<file path="src/inc/pvh_consts.vh">
// constants shared by the peak value hold logic
`ifndef PVH_CONSTS_VH
`define PVH_CONSTS_VH

// ------------------------------------------------------------
// timing
// ------------------------------------------------------------
`define PVH_CLK_NS 25
`define PVH_SEC_NS 1000000000
`define PVH_SEC_CYCLES (`PVH_SEC_NS / `PVH_CLK_NS)

// ------------------------------------------------------------
// peak modes
// ------------------------------------------------------------
`define PVH_MODE_NORMAL 2'h0
`define PVH_MODE_PEAK 2'h1
`define PVH_MODE_SINGLE 2'h2
`define PVH_MODE_DOUBLE 2'h3

// ------------------------------------------------------------
// setting ranges and reset values
// ------------------------------------------------------------
`define PVH_LEVEL_MIN (-16'sd999)
`define PVH_LEVEL_MAX 16'sd9999
`define PVH_LEVEL_RST 16'h0064
`define PVH_CNT_MAX 7'h63
`define PVH_QDELAY_RST 7'h05
`define PVH_MWIN_RST 7'h05
`define PVH_FCYC_RST 7'h00
`define PVH_MODE_RST 2'h0

// ------------------------------------------------------------
// register map (byte addresses)
// ------------------------------------------------------------
`define PVH_REG_CTRL 8'h00
`define PVH_REG_LEVEL 8'h04
`define PVH_REG_QDELAY 8'h08
`define PVH_REG_MWIN 8'h0C
`define PVH_REG_FCYC 8'h10
`define PVH_REG_STATUS 8'h14
`define PVH_REG_DISP 8'h18
`define PVH_REG_FILT 8'h1C
`define PVH_CTRL_EXIT_BIT 8

// ------------------------------------------------------------
// bus responses
// ------------------------------------------------------------
`define PVH_RESP_OKAY 2'h0
`define PVH_RESP_SLVERR 2'h2

// ------------------------------------------------------------
// filter fixed point
// ------------------------------------------------------------
`define PVH_FRAC 8
`define PVH_HALF_LSB 8'h80

`endif

</file>
<file path="src/rtl/pvh_sec_timer.v">
// seconds countdown timer with restart and stop
`timescale 1ns/1ps
`include "pvh_consts.vh"

module pvh_sec_timer #(
	parameter TICK_CYCLES = `PVH_SEC_CYCLES,
	parameter CW = 26,
	parameter SW = 7
) (
	input wire aclk,
	input wire aresetn,
	input wire start,
	input wire stop,
	input wire [SW-1:0] secs,
	output reg expired
);

	reg [CW-1:0] pres_q;
	reg [SW-1:0] left_q;
	reg run_q;
	reg zero_q;

	always @(posedge aclk) begin
		if (!aresetn) begin
			pres_q <= {CW{1'b0}};
			left_q <= {SW{1'b0}};
			run_q <= 1'b0;
			zero_q <= 1'b0;
			expired <= 1'b0;
		end else begin
			expired <= 1'b0;
			zero_q <= 1'b0;
			if (stop) begin
				run_q <= 1'b0;
			end else if (start) begin
				pres_q <= {CW{1'b0}};
				left_q <= secs;
				run_q <= (secs != {SW{1'b0}});
				zero_q <= (secs == {SW{1'b0}});
			end else if (zero_q) begin
				// zero seconds: expire right away
				expired <= 1'b1;
			end else if (run_q) begin
				if (pres_q == TICK_CYCLES[CW-1:0] - {{(CW-1){1'b0}}, 1'b1}) begin
					pres_q <= {CW{1'b0}};
					left_q <= left_q - {{(SW-1){1'b0}}, 1'b1};
					if (left_q == {{(SW-1){1'b0}}, 1'b1}) begin
						run_q <= 1'b0;
						expired <= 1'b1;
					end
				end else begin
					pres_q <= pres_q + {{(CW-1){1'b0}}, 1'b1};
				end
			end
		end
	end

endmodule // pvh_sec_timer

</file>
<file path="src/rtl/pvh_avg_filter.v">
// single pole averaging filter, serial divider
`timescale 1ns/1ps
`include "pvh_consts.vh"

module pvh_avg_filter #(
	parameter W = 16,
	parameter NW = 7
) (
	input wire aclk,
	input wire aresetn,
	input wire in_valid,
	input wire signed [W-1:0] in_data,
	input wire [NW-1:0] ncyc,
	output reg out_valid,
	output reg signed [W-1:0] out_data
);

	localparam AW = W + `PVH_FRAC + 1;
	localparam DW = AW + 1;

	reg signed [AW-1:0] acc_q;
	reg [DW-1:0] mag_q;
	reg [DW-1:0] rem_q;
	reg [NW-1:0] div_q;
	reg [5:0] cnt_q;
	reg neg_q;
	reg busy_q;

	wire signed [AW-1:0] x_fx = {in_data[W-1], in_data, {`PVH_FRAC{1'b0}}};
	wire signed [DW-1:0] diff = {x_fx[AW-1], x_fx} - {acc_q[AW-1], acc_q};
	wire [DW-1:0] rem_sh = {rem_q[DW-2:0], mag_q[DW-1]};
	wire fit = (rem_sh >= {{(DW-NW){1'b0}}, div_q});
	wire [DW-1:0] quo = {mag_q[DW-2:0], fit};
	wire signed [AW-1:0] step = neg_q ? -quo[AW-1:0] : quo[AW-1:0];
	wire signed [AW-1:0] acc_nxt = acc_q + step;
	wire signed [AW-1:0] rnd_byp = x_fx + {{(AW-8){1'b0}}, `PVH_HALF_LSB};
	wire signed [AW-1:0] rnd_nxt = acc_nxt + {{(AW-8){1'b0}}, `PVH_HALF_LSB};

	always @(posedge aclk) begin
		if (!aresetn) begin
			acc_q <= {AW{1'b0}};
			mag_q <= {DW{1'b0}};
			rem_q <= {DW{1'b0}};
			div_q <= {NW{1'b0}};
			cnt_q <= 6'h00;
			neg_q <= 1'b0;
			busy_q <= 1'b0;
			out_valid <= 1'b0;
			out_data <= {W{1'b0}};
		end else begin
			out_valid <= 1'b0;
			if (!busy_q && in_valid) begin
				if (ncyc <= {{(NW-1){1'b0}}, 1'b1}) begin
					// bypass: output follows input
					acc_q <= x_fx;
					out_data <= rnd_byp[AW-2:`PVH_FRAC];
					out_valid <= 1'b1;
				end else begin
					// y += (x - y) / n
					neg_q <= diff[DW-1];
					mag_q <= diff[DW-1] ? -diff : diff;
					rem_q <= {DW{1'b0}};
					div_q <= ncyc;
					cnt_q <= DW[5:0];
					busy_q <= 1'b1;
				end
			end else if (busy_q) begin
				rem_q <= fit ? rem_sh - {{(DW-NW){1'b0}}, div_q} : rem_sh;
				mag_q <= quo;
				cnt_q <= cnt_q - 6'h01;
				if (cnt_q == 6'h01) begin
					busy_q <= 1'b0;
					acc_q <= acc_nxt;
					out_data <= rnd_nxt[AW-2:`PVH_FRAC];
					out_valid <= 1'b1;
				end
			end
		end
	end

endmodule // pvh_avg_filter

</file>
<file path="src/rtl/pvh_peak_hold.v">
// peak value hold, filtering and display test with AXI4-Lite settings
//
// The implementer's own choices: the placing of the registers and the AXI4-Lite register port.
`timescale 1ns/1ps
`include "pvh_consts.vh"

// Overview of operation
// two-bit mode: normal, peak, single, double
// signed threshold -999..+9999, default 100
// qualification delay 0..99, default 5
// single-mode retention window 0..99, default 5
// averaging filter, constant cycles over rate
// step reaches 99.3 percent in five constants
// peak mode shows largest reading so far
// reset input or menu exit clears peak
// single mode below threshold shows live
// single: above threshold plus delay captures peak
// single: window expiry discards held peak
// single: higher reading recaptures, restarts window
// single: expiry while above restarts with reading
// double: qualified capture held without limit
// double: higher reading replaces held peak
// double: drop and rise starts fresh capture
// display test lights every segment
// zero filter cycles bypasses; else averaging count
// delays in seconds; drop restarts delay
// signed filtered compare; normal shows live
module pvh_peak_hold #(
	parameter W = 16,
	parameter SEC_CYCLES = `PVH_SEC_CYCLES
) (
	input wire aclk,
	input wire aresetn,
	input wire reading_valid,
	input wire signed [W-1:0] reading,
	input wire din_reset,
	input wire din_test,
	output reg signed [W-1:0] disp_value,
	output reg disp_valid,
	output reg disp_all_on,
	output reg disp_held,
	input wire [7:0] s_axi_awaddr,
	input wire [2:0] s_axi_awprot,
	input wire s_axi_awvalid,
	output reg s_axi_awready,
	input wire [31:0] s_axi_wdata,
	input wire [3:0] s_axi_wstrb,
	input wire s_axi_wvalid,
	output reg s_axi_wready,
	output reg [1:0] s_axi_bresp,
	output reg s_axi_bvalid,
	input wire s_axi_bready,
	input wire [7:0] s_axi_araddr,
	input wire [2:0] s_axi_arprot,
	input wire s_axi_arvalid,
	output reg s_axi_arready,
	output reg [31:0] s_axi_rdata,
	output reg [1:0] s_axi_rresp,
	output reg s_axi_rvalid,
	input wire s_axi_rready
);

	localparam ST_LIVE = 2'd0;
	localparam ST_QUAL = 2'd1;
	localparam ST_HOLD = 2'd2;
	localparam ST_REARM = 2'd3;

	// ------------------------------------------------------------
	// functions
	// ------------------------------------------------------------
	function [6:0] clamp99;
		input [7:0] v;
		begin
			clamp99 = (v > {1'b0, `PVH_CNT_MAX}) ? `PVH_CNT_MAX : v[6:0];
		end
	endfunction

	function signed [15:0] clamp_level;
		input signed [15:0] v;
		begin
			if (v < `PVH_LEVEL_MIN) begin
				clamp_level = `PVH_LEVEL_MIN;
			end else if (v > `PVH_LEVEL_MAX) begin
				clamp_level = `PVH_LEVEL_MAX;
			end else begin
				clamp_level = v;
			end
		end
	endfunction

	// ------------------------------------------------------------
	// settings
	// ------------------------------------------------------------
	reg [1:0] mode_q;
	reg signed [15:0] level_q;
	reg [6:0] qdelay_q;
	reg [6:0] mwin_q;
	reg [6:0] fcyc_q;
	reg menu_exit_q;
	reg mode_wr_q;

	// ------------------------------------------------------------
	// bus slave state
	// ------------------------------------------------------------
	reg aw_have_q;
	reg w_have_q;
	reg [7:0] awaddr_q;
	reg [31:0] wdata_q;
	reg [3:0] wstrb_q;

	wire aw_take = s_axi_awvalid && s_axi_awready;
	wire w_take = s_axi_wvalid && s_axi_wready;
	wire wr_go = aw_have_q && w_have_q && !s_axi_bvalid;
	wire ar_take = s_axi_arvalid && s_axi_arready;

	// ------------------------------------------------------------
	// filter and timers
	// ------------------------------------------------------------
	wire fv;
	wire signed [W-1:0] filt;
	wire dly_done;
	wire mem_done;
	reg dly_go_q;
	reg dly_stop_q;
	reg mem_go_q;
	reg mem_stop_q;

	pvh_avg_filter #(
		.W(W),
		.NW(7)
	) u_filter (
		.aclk(aclk),
		.aresetn(aresetn),
		.in_valid(reading_valid),
		.in_data(reading),
		.ncyc(fcyc_q),
		.out_valid(fv),
		.out_data(filt)
	);

	pvh_sec_timer #(
		.TICK_CYCLES(SEC_CYCLES),
		.CW(32),
		.SW(7)
	) u_delay (
		.aclk(aclk),
		.aresetn(aresetn),
		.start(dly_go_q),
		.stop(dly_stop_q),
		.secs(qdelay_q),
		.expired(dly_done)
	);

	pvh_sec_timer #(
		.TICK_CYCLES(SEC_CYCLES),
		.CW(32),
		.SW(7)
	) u_window (
		.aclk(aclk),
		.aresetn(aresetn),
		.start(mem_go_q),
		.stop(mem_stop_q),
		.secs(mwin_q),
		.expired(mem_done)
	);

	// ------------------------------------------------------------
	// register writes
	// ------------------------------------------------------------
	always @(posedge aclk) begin
		if (!aresetn) begin
			s_axi_awready <= 1'b0;
			s_axi_wready <= 1'b0;
			s_axi_bvalid <= 1'b0;
			s_axi_bresp <= `PVH_RESP_OKAY;
			aw_have_q <= 1'b0;
			w_have_q <= 1'b0;
			awaddr_q <= 8'h00;
			wdata_q <= 32'h00000000;
			wstrb_q <= 4'h0;
			mode_q <= `PVH_MODE_RST;
			level_q <= `PVH_LEVEL_RST;
			qdelay_q <= `PVH_QDELAY_RST;
			mwin_q <= `PVH_MWIN_RST;
			fcyc_q <= `PVH_FCYC_RST;
			menu_exit_q <= 1'b0;
			mode_wr_q <= 1'b0;
		end else begin
			menu_exit_q <= 1'b0;
			mode_wr_q <= 1'b0;
			s_axi_awready <= !aw_have_q && !aw_take;
			s_axi_wready <= !w_have_q && !w_take;
			if (aw_take) begin
				aw_have_q <= 1'b1;
				awaddr_q <= s_axi_awaddr;
			end
			if (w_take) begin
				w_have_q <= 1'b1;
				wdata_q <= s_axi_wdata;
				wstrb_q <= s_axi_wstrb;
			end
			if (s_axi_bvalid && s_axi_bready) begin
				s_axi_bvalid <= 1'b0;
			end
			if (wr_go) begin
				aw_have_q <= 1'b0;
				w_have_q <= 1'b0;
				s_axi_bvalid <= 1'b1;
				s_axi_bresp <= `PVH_RESP_OKAY;
				if (awaddr_q == `PVH_REG_CTRL) begin
					if (wstrb_q[0]) begin
						mode_q <= wdata_q[1:0];
						mode_wr_q <= 1'b1;
					end
					if (wstrb_q[1]) begin
						menu_exit_q <= wdata_q[`PVH_CTRL_EXIT_BIT];
					end
				end else if (awaddr_q == `PVH_REG_LEVEL) begin
					if (wstrb_q[1:0] == 2'h3) begin
						level_q <= clamp_level(wdata_q[15:0]);
					end
				end else if (awaddr_q == `PVH_REG_QDELAY) begin
					if (wstrb_q[0]) begin
						qdelay_q <= clamp99(wdata_q[7:0]);
					end
				end else if (awaddr_q == `PVH_REG_MWIN) begin
					if (wstrb_q[0]) begin
						mwin_q <= clamp99(wdata_q[7:0]);
					end
				end else if (awaddr_q == `PVH_REG_FCYC) begin
					if (wstrb_q[0]) begin
						fcyc_q <= clamp99(wdata_q[7:0]);
					end
				end else if (awaddr_q == `PVH_REG_STATUS || awaddr_q == `PVH_REG_DISP ||
					awaddr_q == `PVH_REG_FILT) begin
					s_axi_bresp <= `PVH_RESP_OKAY;
				end else begin
					s_axi_bresp <= `PVH_RESP_SLVERR;
				end
			end
		end
	end

	// ------------------------------------------------------------
	// peak state machine
	// ------------------------------------------------------------
	reg [1:0] st_q;
	reg held_q;
	reg signed [W-1:0] peak_q;
	reg signed [W-1:0] cand_q;
	reg signed [W-1:0] last_q;

	wire clr = din_reset || menu_exit_q || mode_wr_q;
	wire f_above = (filt > level_q);
	wire signed [W-1:0] cmax = (fv && filt > cand_q) ? filt : cand_q;
	wire single = (mode_q == `PVH_MODE_SINGLE);

	always @(posedge aclk) begin
		if (!aresetn) begin
			st_q <= ST_LIVE;
			held_q <= 1'b0;
			peak_q <= {W{1'b0}};
			cand_q <= {W{1'b0}};
			last_q <= {W{1'b0}};
			dly_go_q <= 1'b0;
			dly_stop_q <= 1'b0;
			mem_go_q <= 1'b0;
			mem_stop_q <= 1'b0;
		end else begin
			dly_go_q <= 1'b0;
			dly_stop_q <= 1'b0;
			mem_go_q <= 1'b0;
			mem_stop_q <= 1'b0;
			if (fv) begin
				last_q <= filt;
			end
			if (clr) begin
				st_q <= ST_LIVE;
				held_q <= 1'b0;
				dly_stop_q <= 1'b1;
				mem_stop_q <= 1'b1;
			end else if (mode_q == `PVH_MODE_NORMAL) begin
				st_q <= ST_LIVE;
				held_q <= 1'b0;
			end else if (mode_q == `PVH_MODE_PEAK) begin
				if (fv && (!held_q || filt > peak_q)) begin
					peak_q <= filt;
					held_q <= 1'b1;
				end
			end else begin
				case (st_q)
				ST_LIVE: begin
					if (fv && f_above) begin
						st_q <= ST_QUAL;
						cand_q <= filt;
						dly_go_q <= 1'b1;
					end
				end
				ST_QUAL: begin
					cand_q <= cmax;
					if (fv && !f_above) begin
						st_q <= held_q ? ST_REARM : ST_LIVE;
						dly_stop_q <= 1'b1;
					end else if (dly_done) begin
						st_q <= ST_HOLD;
						peak_q <= cmax;
						held_q <= 1'b1;
						mem_go_q <= single;
					end
				end
				ST_HOLD: begin
					if (single && mem_done) begin
						if (last_q > level_q) begin
							peak_q <= last_q;
							mem_go_q <= 1'b1;
						end else begin
							st_q <= ST_LIVE;
							held_q <= 1'b0;
						end
					end else if (fv && filt > peak_q) begin
						peak_q <= filt;
						mem_go_q <= single;
					end else if (!single && fv && !f_above) begin
						st_q <= ST_REARM;
					end
				end
				default: begin
					if (fv && f_above) begin
						st_q <= ST_QUAL;
						cand_q <= filt;
						dly_go_q <= 1'b1;
					end
				end
				endcase
			end
		end
	end

	// ------------------------------------------------------------
	// display outputs
	// ------------------------------------------------------------
	always @(posedge aclk) begin
		if (!aresetn) begin
			disp_value <= {W{1'b0}};
			disp_valid <= 1'b0;
			disp_all_on <= 1'b0;
			disp_held <= 1'b0;
		end else begin
			disp_valid <= fv;
			disp_all_on <= din_test;
			disp_held <= held_q && (mode_q != `PVH_MODE_NORMAL);
			disp_value <= (held_q && mode_q != `PVH_MODE_NORMAL) ? peak_q : last_q;
		end
	end

	// ------------------------------------------------------------
	// register reads
	// ------------------------------------------------------------
	always @(posedge aclk) begin
		if (!aresetn) begin
			s_axi_arready <= 1'b0;
			s_axi_rvalid <= 1'b0;
			s_axi_rdata <= 32'h00000000;
			s_axi_rresp <= `PVH_RESP_OKAY;
		end else begin
			s_axi_arready <= !s_axi_rvalid && !ar_take;
			if (s_axi_rvalid && s_axi_rready) begin
				s_axi_rvalid <= 1'b0;
			end
			if (ar_take) begin
				s_axi_rvalid <= 1'b1;
				s_axi_rresp <= `PVH_RESP_OKAY;
				s_axi_rdata <= 32'h00000000;
				if (s_axi_araddr == `PVH_REG_CTRL) begin
					s_axi_rdata[1:0] <= mode_q;
				end else if (s_axi_araddr == `PVH_REG_LEVEL) begin
					s_axi_rdata <= {{16{level_q[15]}}, level_q};
				end else if (s_axi_araddr == `PVH_REG_QDELAY) begin
					s_axi_rdata[6:0] <= qdelay_q;
				end else if (s_axi_araddr == `PVH_REG_MWIN) begin
					s_axi_rdata[6:0] <= mwin_q;
				end else if (s_axi_araddr == `PVH_REG_FCYC) begin
					s_axi_rdata[6:0] <= fcyc_q;
				end else if (s_axi_araddr == `PVH_REG_STATUS) begin
					s_axi_rdata[5:0] <= {din_test, held_q, st_q, mode_q};
				end else if (s_axi_araddr == `PVH_REG_DISP) begin
					s_axi_rdata <= {{(32-W){disp_value[W-1]}}, disp_value};
				end else if (s_axi_araddr == `PVH_REG_FILT) begin
					s_axi_rdata <= {{(32-W){last_q[W-1]}}, last_q};
				end else begin
					s_axi_rresp <= `PVH_RESP_SLVERR;
				end
			end
		end
	end

endmodule // pvh_peak_hold

</file>
<file path="config.mk">
export PLATFORM = sky130hd
export DESIGN_NAME = pvh_peak_hold
export DESIGN_NICKNAME = d
export VERILOG_FILES = /design/src/rtl/pvh_sec_timer.v /design/src/rtl/pvh_avg_filter.v /design/src/rtl/pvh_peak_hold.v
export VERILOG_INCLUDE_DIRS = /design/src /design/src/inc
export SDC_FILE = /design/constraint.sdc
export NUM_CORES = 1
export LEC_CHECK = 0
export BUFFER_PORTS_ARGS = -buffer_cell sky130_fd_sc_hd__buf_2
export CELL_PAD_IN_SITES_DETAIL_PLACEMENT = 1
export CELL_PAD_IN_SITES_GLOBAL_PLACEMENT = 2
export CORE_AREA = 2 2 179 313
export DETAILED_ROUTE_END_ITERATION = 6
export DIE_AREA = 0 0 181 315
export GPL_TIMING_DRIVEN = 0
export PLACE_DENSITY_LB_ADDON = 0.2
export SLEW_MARGIN = 20
export SYNTH_ARGS = -nofsm -noshare
export SYNTH_HDL_FRONTEND = slang
export SYNTH_SLANG_ARGS = --single-unit
</file>
<file path="constraint.sdc">
create_clock -name aclk -period 14 [get_ports aclk]
set_clock_uncertainty 0.15 [all_clocks]
set_input_delay 2.1 -clock aclk [delete_from_list [all_inputs] [get_ports aclk]]
set_output_delay 2.1 -clock aclk [all_outputs]
set_load 0.05 [all_outputs]
</file>
==> impl_metrics.json, run 1 <==
{
  "worst_pin_slew_ns": 1.21,
  "synthArstFlopShare": 0,
  "post_cts_buffers": 0,
  "finalHoldViolCount": 0,
  "ys_ff_latch": 358,
  "clock_latency_ns": 0.55,
  "initialDrtViolationCount": 1060,
  "grt_setup_unrepaired": "no",
  "seqPwrFrac": 0.407,
  "switchingPower_uw": 763,
  "wl_met1_um": 29800,
  "wl_per_cell_um": 23.6,
  "overflow": 0,
  "routed_wl_um": 86100,
  "wl_met2_um": 46900,
  "ys_top_cells_by_area": "dfxtp_1, ha_1, nand2_1, a21oi_1, nor2_1",
  "final_net_count": 3135,
  "placed_cell_area_um2": 23100,
  "worst_path_max_delay_cell": "o21ai_0",
  "path_buf_inv": 5,
  "swShare": 0.290,
  "p_total_uw": 2630,
  "clkPwrFrac": 0.437,
  "grt_max_degree": 19,
  "port_buffers": 116,
  "min_to": "s_axi_rdata[3]",
  "ys_seq_area_frac": 0.331,
  "tritoncts": "yes",
  "run_status": "finished, final reports clean",
  "min_period_ns": 8.04,
  "start_util": 0.395,
  "htree_levels": 2,
  "rr_worst_depth": 28,
  "grt_first_pass_wirelength_um": 131000,
  "required_ns": 14.32,
  "reg2reg_from": "u_filter.mag_q[25]",
  "die_w_um": 181,
  "grt_use_total": 0.298,
  "wl_met3_um": 2830,
  "power-per-cell-area_nw_per_um2": 107,
  "synthDistinctLibCells": 93,
  "fp-row-count": 114,
  "startpoint_type": "flip-flop",
  "path_class": "flip-flop to flip-flop",
  "crit_fanout": 10,
  "drive_above_1_share": 0.0878,
  "fmax_mhz": 124,
  "fin_crit_sh": 0.574,
  "postCtsHoldBufs": 0,
  "irDropWorstVdd_v": 0.0000731,
  "layout_commonest_cell": "nand2_1",
  "vias": 21300,
  "worst_path_most_repeated_cell": "o21ai_0",
  "routed.top_layer": "met5",
  "critPathTopFamily": "compound AO/OA/AOI/OAI gates",
  "drv_cap": 0,
  "design_area_um2": 24500,
  "yosys_warnings": 0,
  "fill_cells": 6817,
  "rrSetupSlack_ns": 5.96,
  "yosysTopAreaCell": "dfxtp_1",
  "ios": 144,
  "power.internal_uw": 1860,
  "path_clk_slew_ns": 0.07,
  "hp-class": "flip-flop to flip-flop",
  "final_core_utilization": 0.447,
  "die_area_um2": 57000,
  "core_um2": 54800,
  "avgSynthCellArea_um2": 7.83,
  "ctsResizeCount": 0,
  "viasPerCell": 5.84,
  "tns_ns": 0,
  "cts_root_buf": "clkbuf_16",
  "ant_nets": 0,
  "synth_edf_count": 0,
  "antenna_found_initial": 4,
  "grt_pass1_vias": 22700,
  "combPwrFrac": 0.157,
  "final_max_slew_viol_count": 0,
  "mostFrequentLayoutCells": "nand2_1, dfxtp_1, nor2_1, a21oi_1, o21ai_0",
  "endpoint_kind": "flip-flop",
  "r2r-end": "u_filter.out_data[13]",
  "fp.dieH_um": 315,
  "gp_congestion": 0.933,
  "min_from": "s_axi_rdata[3]",
  "synth-main-ff-cell": "dfxtp_1",
  "maxSlewHeadroom": 0.188,
  "dp_slack_ns": 6.09,
  "area_delta_synth_final_pct": 13.3,
  "ctsLongestPathBuffers": 3,
  "arrival_ns": 8.35,
  "power.leakage_uw": 0.00927,
  "synthCells": 2763,
  "slowest_delay_ns": 0.91,
  "hpwl_um": 68800,
  "clkSinkCount": 358,
  "firstDrtPassIters": 5,
  "drc": 0,
  "synth_top_cell_area_share": 0.331,
  "cts_buffers": 39,
  "setup_viol": 0,
  "synth_area_um2": 21600,
  "final.setup.worst_slack_ns": 5.96,
  "holdPathStages": 2
}
cell families (layout without fill, tap and decap cells):
group / after synthesis / after routing / synth area share
AOI/OAI and AO/OA: 704 / 704 / 0.207
buffers and inverters: 301 / 488 / 0.0568
xor gates and xnor gates: 159 / 159 / 0.0643
DFF: 358 / 358 / 0.331
adders and majority gates: 130 / 130 / 0.0759
muxes: 78 / 78 / 0.0386
and+or+nand+nor: 1032 / 1032 / 0.226
other: 1 / 3 / 0.000173
through the flow:
stage / hold slack, ns / instances
after CTS: 0.308 / 3647
final: 0.301 / 3648
after detailed placement: 0.294 / 3576
after floorplan: 0.276 / 2764
after global placement: 0.285 / 3576
after global routing: 0.334 / 3647
routing by layer:
metal,GRT usage,up-vias
met5,0,-
met4,0.203,2
met3,0.0312,228
met2,0.590,460
met1,0.285,10500
li1,-,10100
synthesized netlist by cell type, drive strengths merged (10+ instances only):
| cell type | number |
|---|---|
| nor2 | 277 |
| o21ai | 156 |
| a21oi | 250 |
| nand2 | 366 |
| o21a | 15 |
| mux2i | 70 |
| a311oi | 26 |
| o211ai | 28 |
| buf | 43 |
| nor3 | 50 |
| a31oi | 20 |
| nand2b | 27 |
| ha | 128 |
| and4 | 13 |
| xor2 | 64 |
| a221oi | 19 |
| inv | 131 |
| a211oi | 19 |
| nor2b | 24 |
| a222oi | 13 |
| o22ai | 11 |
| and3 | 21 |
| or4 | 12 |
| and2 | 21 |
| xnor2 | 95 |
| dfxtp | 358 |
| nor4b | 10 |
| a21o | 36 |
| a22oi | 23 |
| clkbuf | 126 |
| or3 | 34 |
| nor4 | 24 |
| o31ai | 13 |
| nand3 | 77 |
| nand4 | 37 |
power groups by stage:
stage | logic (µW) | clock network, µW | registers (µW)
floorplan | 258 | 0 | 1090
global placement | 395 | 0 | 1090
CTS | 408 | 1160 | 1070
global route | 445 | 1210 | 1070
detailed placement | 406 | 0 | 1090
finish | 411 | 1150 | 1070
area by class of cell:
cell class | instances | area (µm²) | area share
Antenna cell | 1 | 2.50 | 0.000102
Timing Repair Buffer | 116 | 581 | 0.0237
Inverter | 132 | 498 | 0.0203
Buffer | 169 | 733 | 0.0299
Sequential cell | 358 | 7170 | 0.292
Clock inverter | 18 | 255 | 0.0104
Clock buffer | 53 | 1150 | 0.0470
Tap cell | 696 | 871 | 0.0355
Multi-Input combinational cell | 2105 | 13300 | 0.541
worst max path at each step:
stage,from,end,slack [ns],cells past startpoint
after floorplan,u_filter.rem_q[17],u_filter.out_data[15],8.07,27
after global placement,u_filter.mag_q[25],u_filter.out_data[13],6.14,28
after detailed placement,u_filter.mag_q[25],u_filter.out_data[13],6.09,28
after CTS,u_filter.mag_q[25],u_filter.out_data[13],6.04,28
after global routing,u_filter.mag_q[25],u_filter.out_data[13],5.56,28
final,u_filter.mag_q[25],u_filter.out_data[13],5.96,28
worst register-to-register path: cells and delay by family (launching register included):
family | cells | cell delay, ns
AND/OR/NAND/NOR | 8 | 2.43
flip-flops | 1 | 0.32
buffers and inverters | 5 | 0.75
AO/OA/AOI/OAI | 9 | 3.00
adder cells (fa/ha/maj) | 4 | 1.00
XOR/XNOR | 2 | 0.32
state kept, by name, summed over array words and instances (netlist names), 6 cells and up:
signal and flops:
cand_q 16, u_filter.rem_q 25, qdelay_q 7, u_filter.cnt_q 6, fcyc_q 7, u_window.left_q 7
u_delay.pres_q 32, u_filter.mag_q 26, u_delay.left_q 7, level_q 16, u_filter.acc_q 25, s_axi_rdata 16
u_filter.out_data 16, last_q 16, wdata_q 16, awaddr_q 8, u_window.pres_q 32, disp_value 16
peak_q 16, mwin_q 7, u_filter.div_q 7
Power figures use the tool's default switching activity.
==> run 2: changes to the inputs <==
--- a/config.mk
+++ b/config.mk
@@ -6,12 +6,13 @@
 export SDC_FILE = /design/constraint.sdc
 export NUM_CORES = 1
 export LEC_CHECK = 0
+export ABC_AREA = 1
 export BUFFER_PORTS_ARGS = -buffer_cell sky130_fd_sc_hd__buf_2
 export CELL_PAD_IN_SITES_DETAIL_PLACEMENT = 1
 export CELL_PAD_IN_SITES_GLOBAL_PLACEMENT = 2
-export CORE_AREA = 2 2 179 313
+export CORE_AREA = 2 2 210 367
 export DETAILED_ROUTE_END_ITERATION = 6
-export DIE_AREA = 0 0 181 315
+export DIE_AREA = 0 0 212 369
 export GPL_TIMING_DRIVEN = 0
 export PLACE_DENSITY_LB_ADDON = 0.2
 export SLEW_MARGIN = 20
==> constraint.sdc (replaced) <==
create_clock -name aclk -period 7.3 [get_ports aclk]
set_clock_uncertainty 0.15 [all_clocks]
set_input_delay 1.095 -clock aclk [delete_from_list [all_inputs] [get_ports aclk]]
set_output_delay 1.095 -clock aclk [all_outputs]
set_load 0.05 [all_outputs]
==> impl_metrics.json, run 2 <==
{
  "run_status": "finished, final reports clean",
  "avgSynthCellArea_um2": 6.58,
  "path_clk_slew_ns": 0.06,
  "postCtsHoldBufs": 0,
  "yosys-top-cells-count": "nand2_1, inv_1, nor2_1",
  "synthDistinctLibCells": 66,
  "viasPerCell": 5.06,
  "synth-main-ff-cell": "dfxtp_1",
  "ant_nets": 0,
  "slowest_delay_ns": 0.50,
  "synth_edf_count": 0,
  "initialDrtViolationCount": 902,
  "tns_ns": 0,
  "holdWs_ns": 0.295,
  "reg2reg_from": "u_filter.mag_q[25]",
  "antenna_found_initial": 0,
  "arrival_ns": 6.68,
  "synth.most_common_cell": "nand2_1",
  "yosys_warnings": 0,
  "ys_ff_latch": 358,
  "endpoint_kind": "flip-flop",
  "startpoint_type": "flip-flop",
  "vias": 23900,
  "path_class": "flip-flop to flip-flop",
  "hpwl_um": 81400,
  "synth_area_um2": 23100,
  "die_area_um2": 78200,
  "clock_latency_ns": 0.59,
  "routed_wl_um": 97700,
  "min_period_ns": 6.38,
  "firstDrtPassIters": 5,
  "fp.dieH_um": 369,
  "layout_commonest_cell": "nand2_1",
  "grt_setup_unrepaired": "no",
  "mostFrequentLayoutCells": "nand2_1, inv_1, nor2_1, dfxtp_1, a21oi_1",
  "synthCells": 3509,
  "cts_root_buf": "clkbuf_16",
  "cts_buffers": 41,
  "min_from": "w_have_q",
  "num_antenna_cells": 0,
  "fmax_mhz": 157,
  "clkSinkCount": 358,
  "worst_path_max_delay_cell": "xor2_1",
  "drv_cap": 0,
  "grt_first_pass_wirelength_um": 149000,
  "drive_above_1_share": 0.0905,
  "overflow": 0,
  "power-per-cell-area_nw_per_um2": 214,
  "grt_max_degree": 19,
  "fin_crit_sh": 0.874,
  "placed_cell_area_um2": 25000,
  "die_w_um": 212,
  "setup_viol": 0,
  "finalHoldViolCount": 0,
  "tritoncts": "yes",
  "design_area_um2": 26500,
  "irDropWorstVdd_v": 0.000139,
  "p_total_uw": 5680,
  "instances_no_fill": 4714,
  "crit_fanout": 10,
  "worst_pin_slew_ns": 1.12,
  "synthArstFlopShare": 0,
  "reg_top3": "u_delay.pres_q x32, u_window.pres_q x32, u_filter.mag_q x26",
  "ys_seq_area_frac": 0.310,
  "yosysTopAreaCell": "dfxtp_1",
  "wl_per_cell_um": 20.7,
  "power.leakage_uw": 0.0116,
  "hp-class": "flip-flop to flip-flop",
  "ys_top_cells_by_area": "dfxtp_1, nand2_1, inv_1, ha_1, a21oi_1",
  "required_ns": 7.60,
  "final_max_slew_viol_count": 0,
  "port_buffers": 116,
  "maxSlewHeadroom": 0.253,
  "ctsResizeCount": 0,
  "final_net_count": 3884,
  "ios": 144,
  "synth_top_cell_area_share": 0.310,
  "ctsLongestPathBuffers": 3,
  "core_um2": 75100,
  "area_delta_synth_final_pct": 14.8,
  "htree_levels": 2,
  "grt_pass1_vias": 25200,
  "post_cts_buffers": 0,
  "drc": 0,
  "dpl.cell_count": 4639,
  "grt_use_total": 0.251,
  "gp_congestion": 0.888,
  "start_util": 0.308,
  "crit_start": "u_filter.mag_q[25]",
  "fp-row-count": 133
}
==> run 2: layout make-up <==
class	count	area, µm²
repair buffers	117	592
clock buffers	53	1130
flip-flops and latches	358	7170
plain buffers	123	572
multi-input cells	2565	13600
clock inverters	22	422
inverters	464	1740
well taps	1012	1270
fillers	9714	48500
==> run 2: worst max-delay path, delay by kind of cell, from the launching register on <==
family	cells	cell delay, ns
simple gates	20	3.07
compound gates	3	0.36
fa+ha+maj	4	1.02
buf+inv	7	0.63
xor+xnor	2	0.69
flops	1	0.32
==> run 2: worst paths after layout <==
path	to	slack [ns]	cells past startpoint
setup / recovery	u_filter.out_data[12]	0.92	36
hold / removal	s_axi_wready	0.29	1
setup reg to reg	u_filter.out_data[12]	0.92	36
hold reg to reg	s_axi_wready	0.29	1
==> run 2: cells by family (layout without fill, tap and decap cells) <==
logic type	Yosys count	count (layout)	synth area share
and+or+nand+nor	1590	1590	0.303
xor gates and xnor gates	85	85	0.0325
muxes	1	1	0.000433
buffers and inverters	587	779	0.100
AOI/OAI and AO/OA	757	757	0.182
other	1	2	0.000162
DFF	358	358	0.310
adders and majority gates	130	130	0.0710
==> run 2: layer usage <==
metal	GRT usage	wire, µm	vias to the layer above	share of wire
met5	0	0	-	0
met4	0.126	5450	0	0.056
met3	0.0197	2030	186	0.021
met2	0.511	54800	336	0.56
met1	0.245	35500	11400	0.36
li1	-	-	12000	-
==> run 2: where the power goes <==
| group | internal (µW) | total (µW) | switching (µW) |
|---|---|---|---|
| sequential | 2010 | 2090 | 79.8 |
| clock | 1490 | 2450 | 959 |
| combinational | 328 | 1140 | 811 |
==> run 2: metrics by stage <==
stage | worst slack, ns | util
floorplan | 2.77 | -
CTS | 0.794 | 0.353
detailed placement | 0.813 | 0.333
finish | 0.923 | 0.353
global route | 0.426 | 0.353
global placement | 0.925 | 0.333
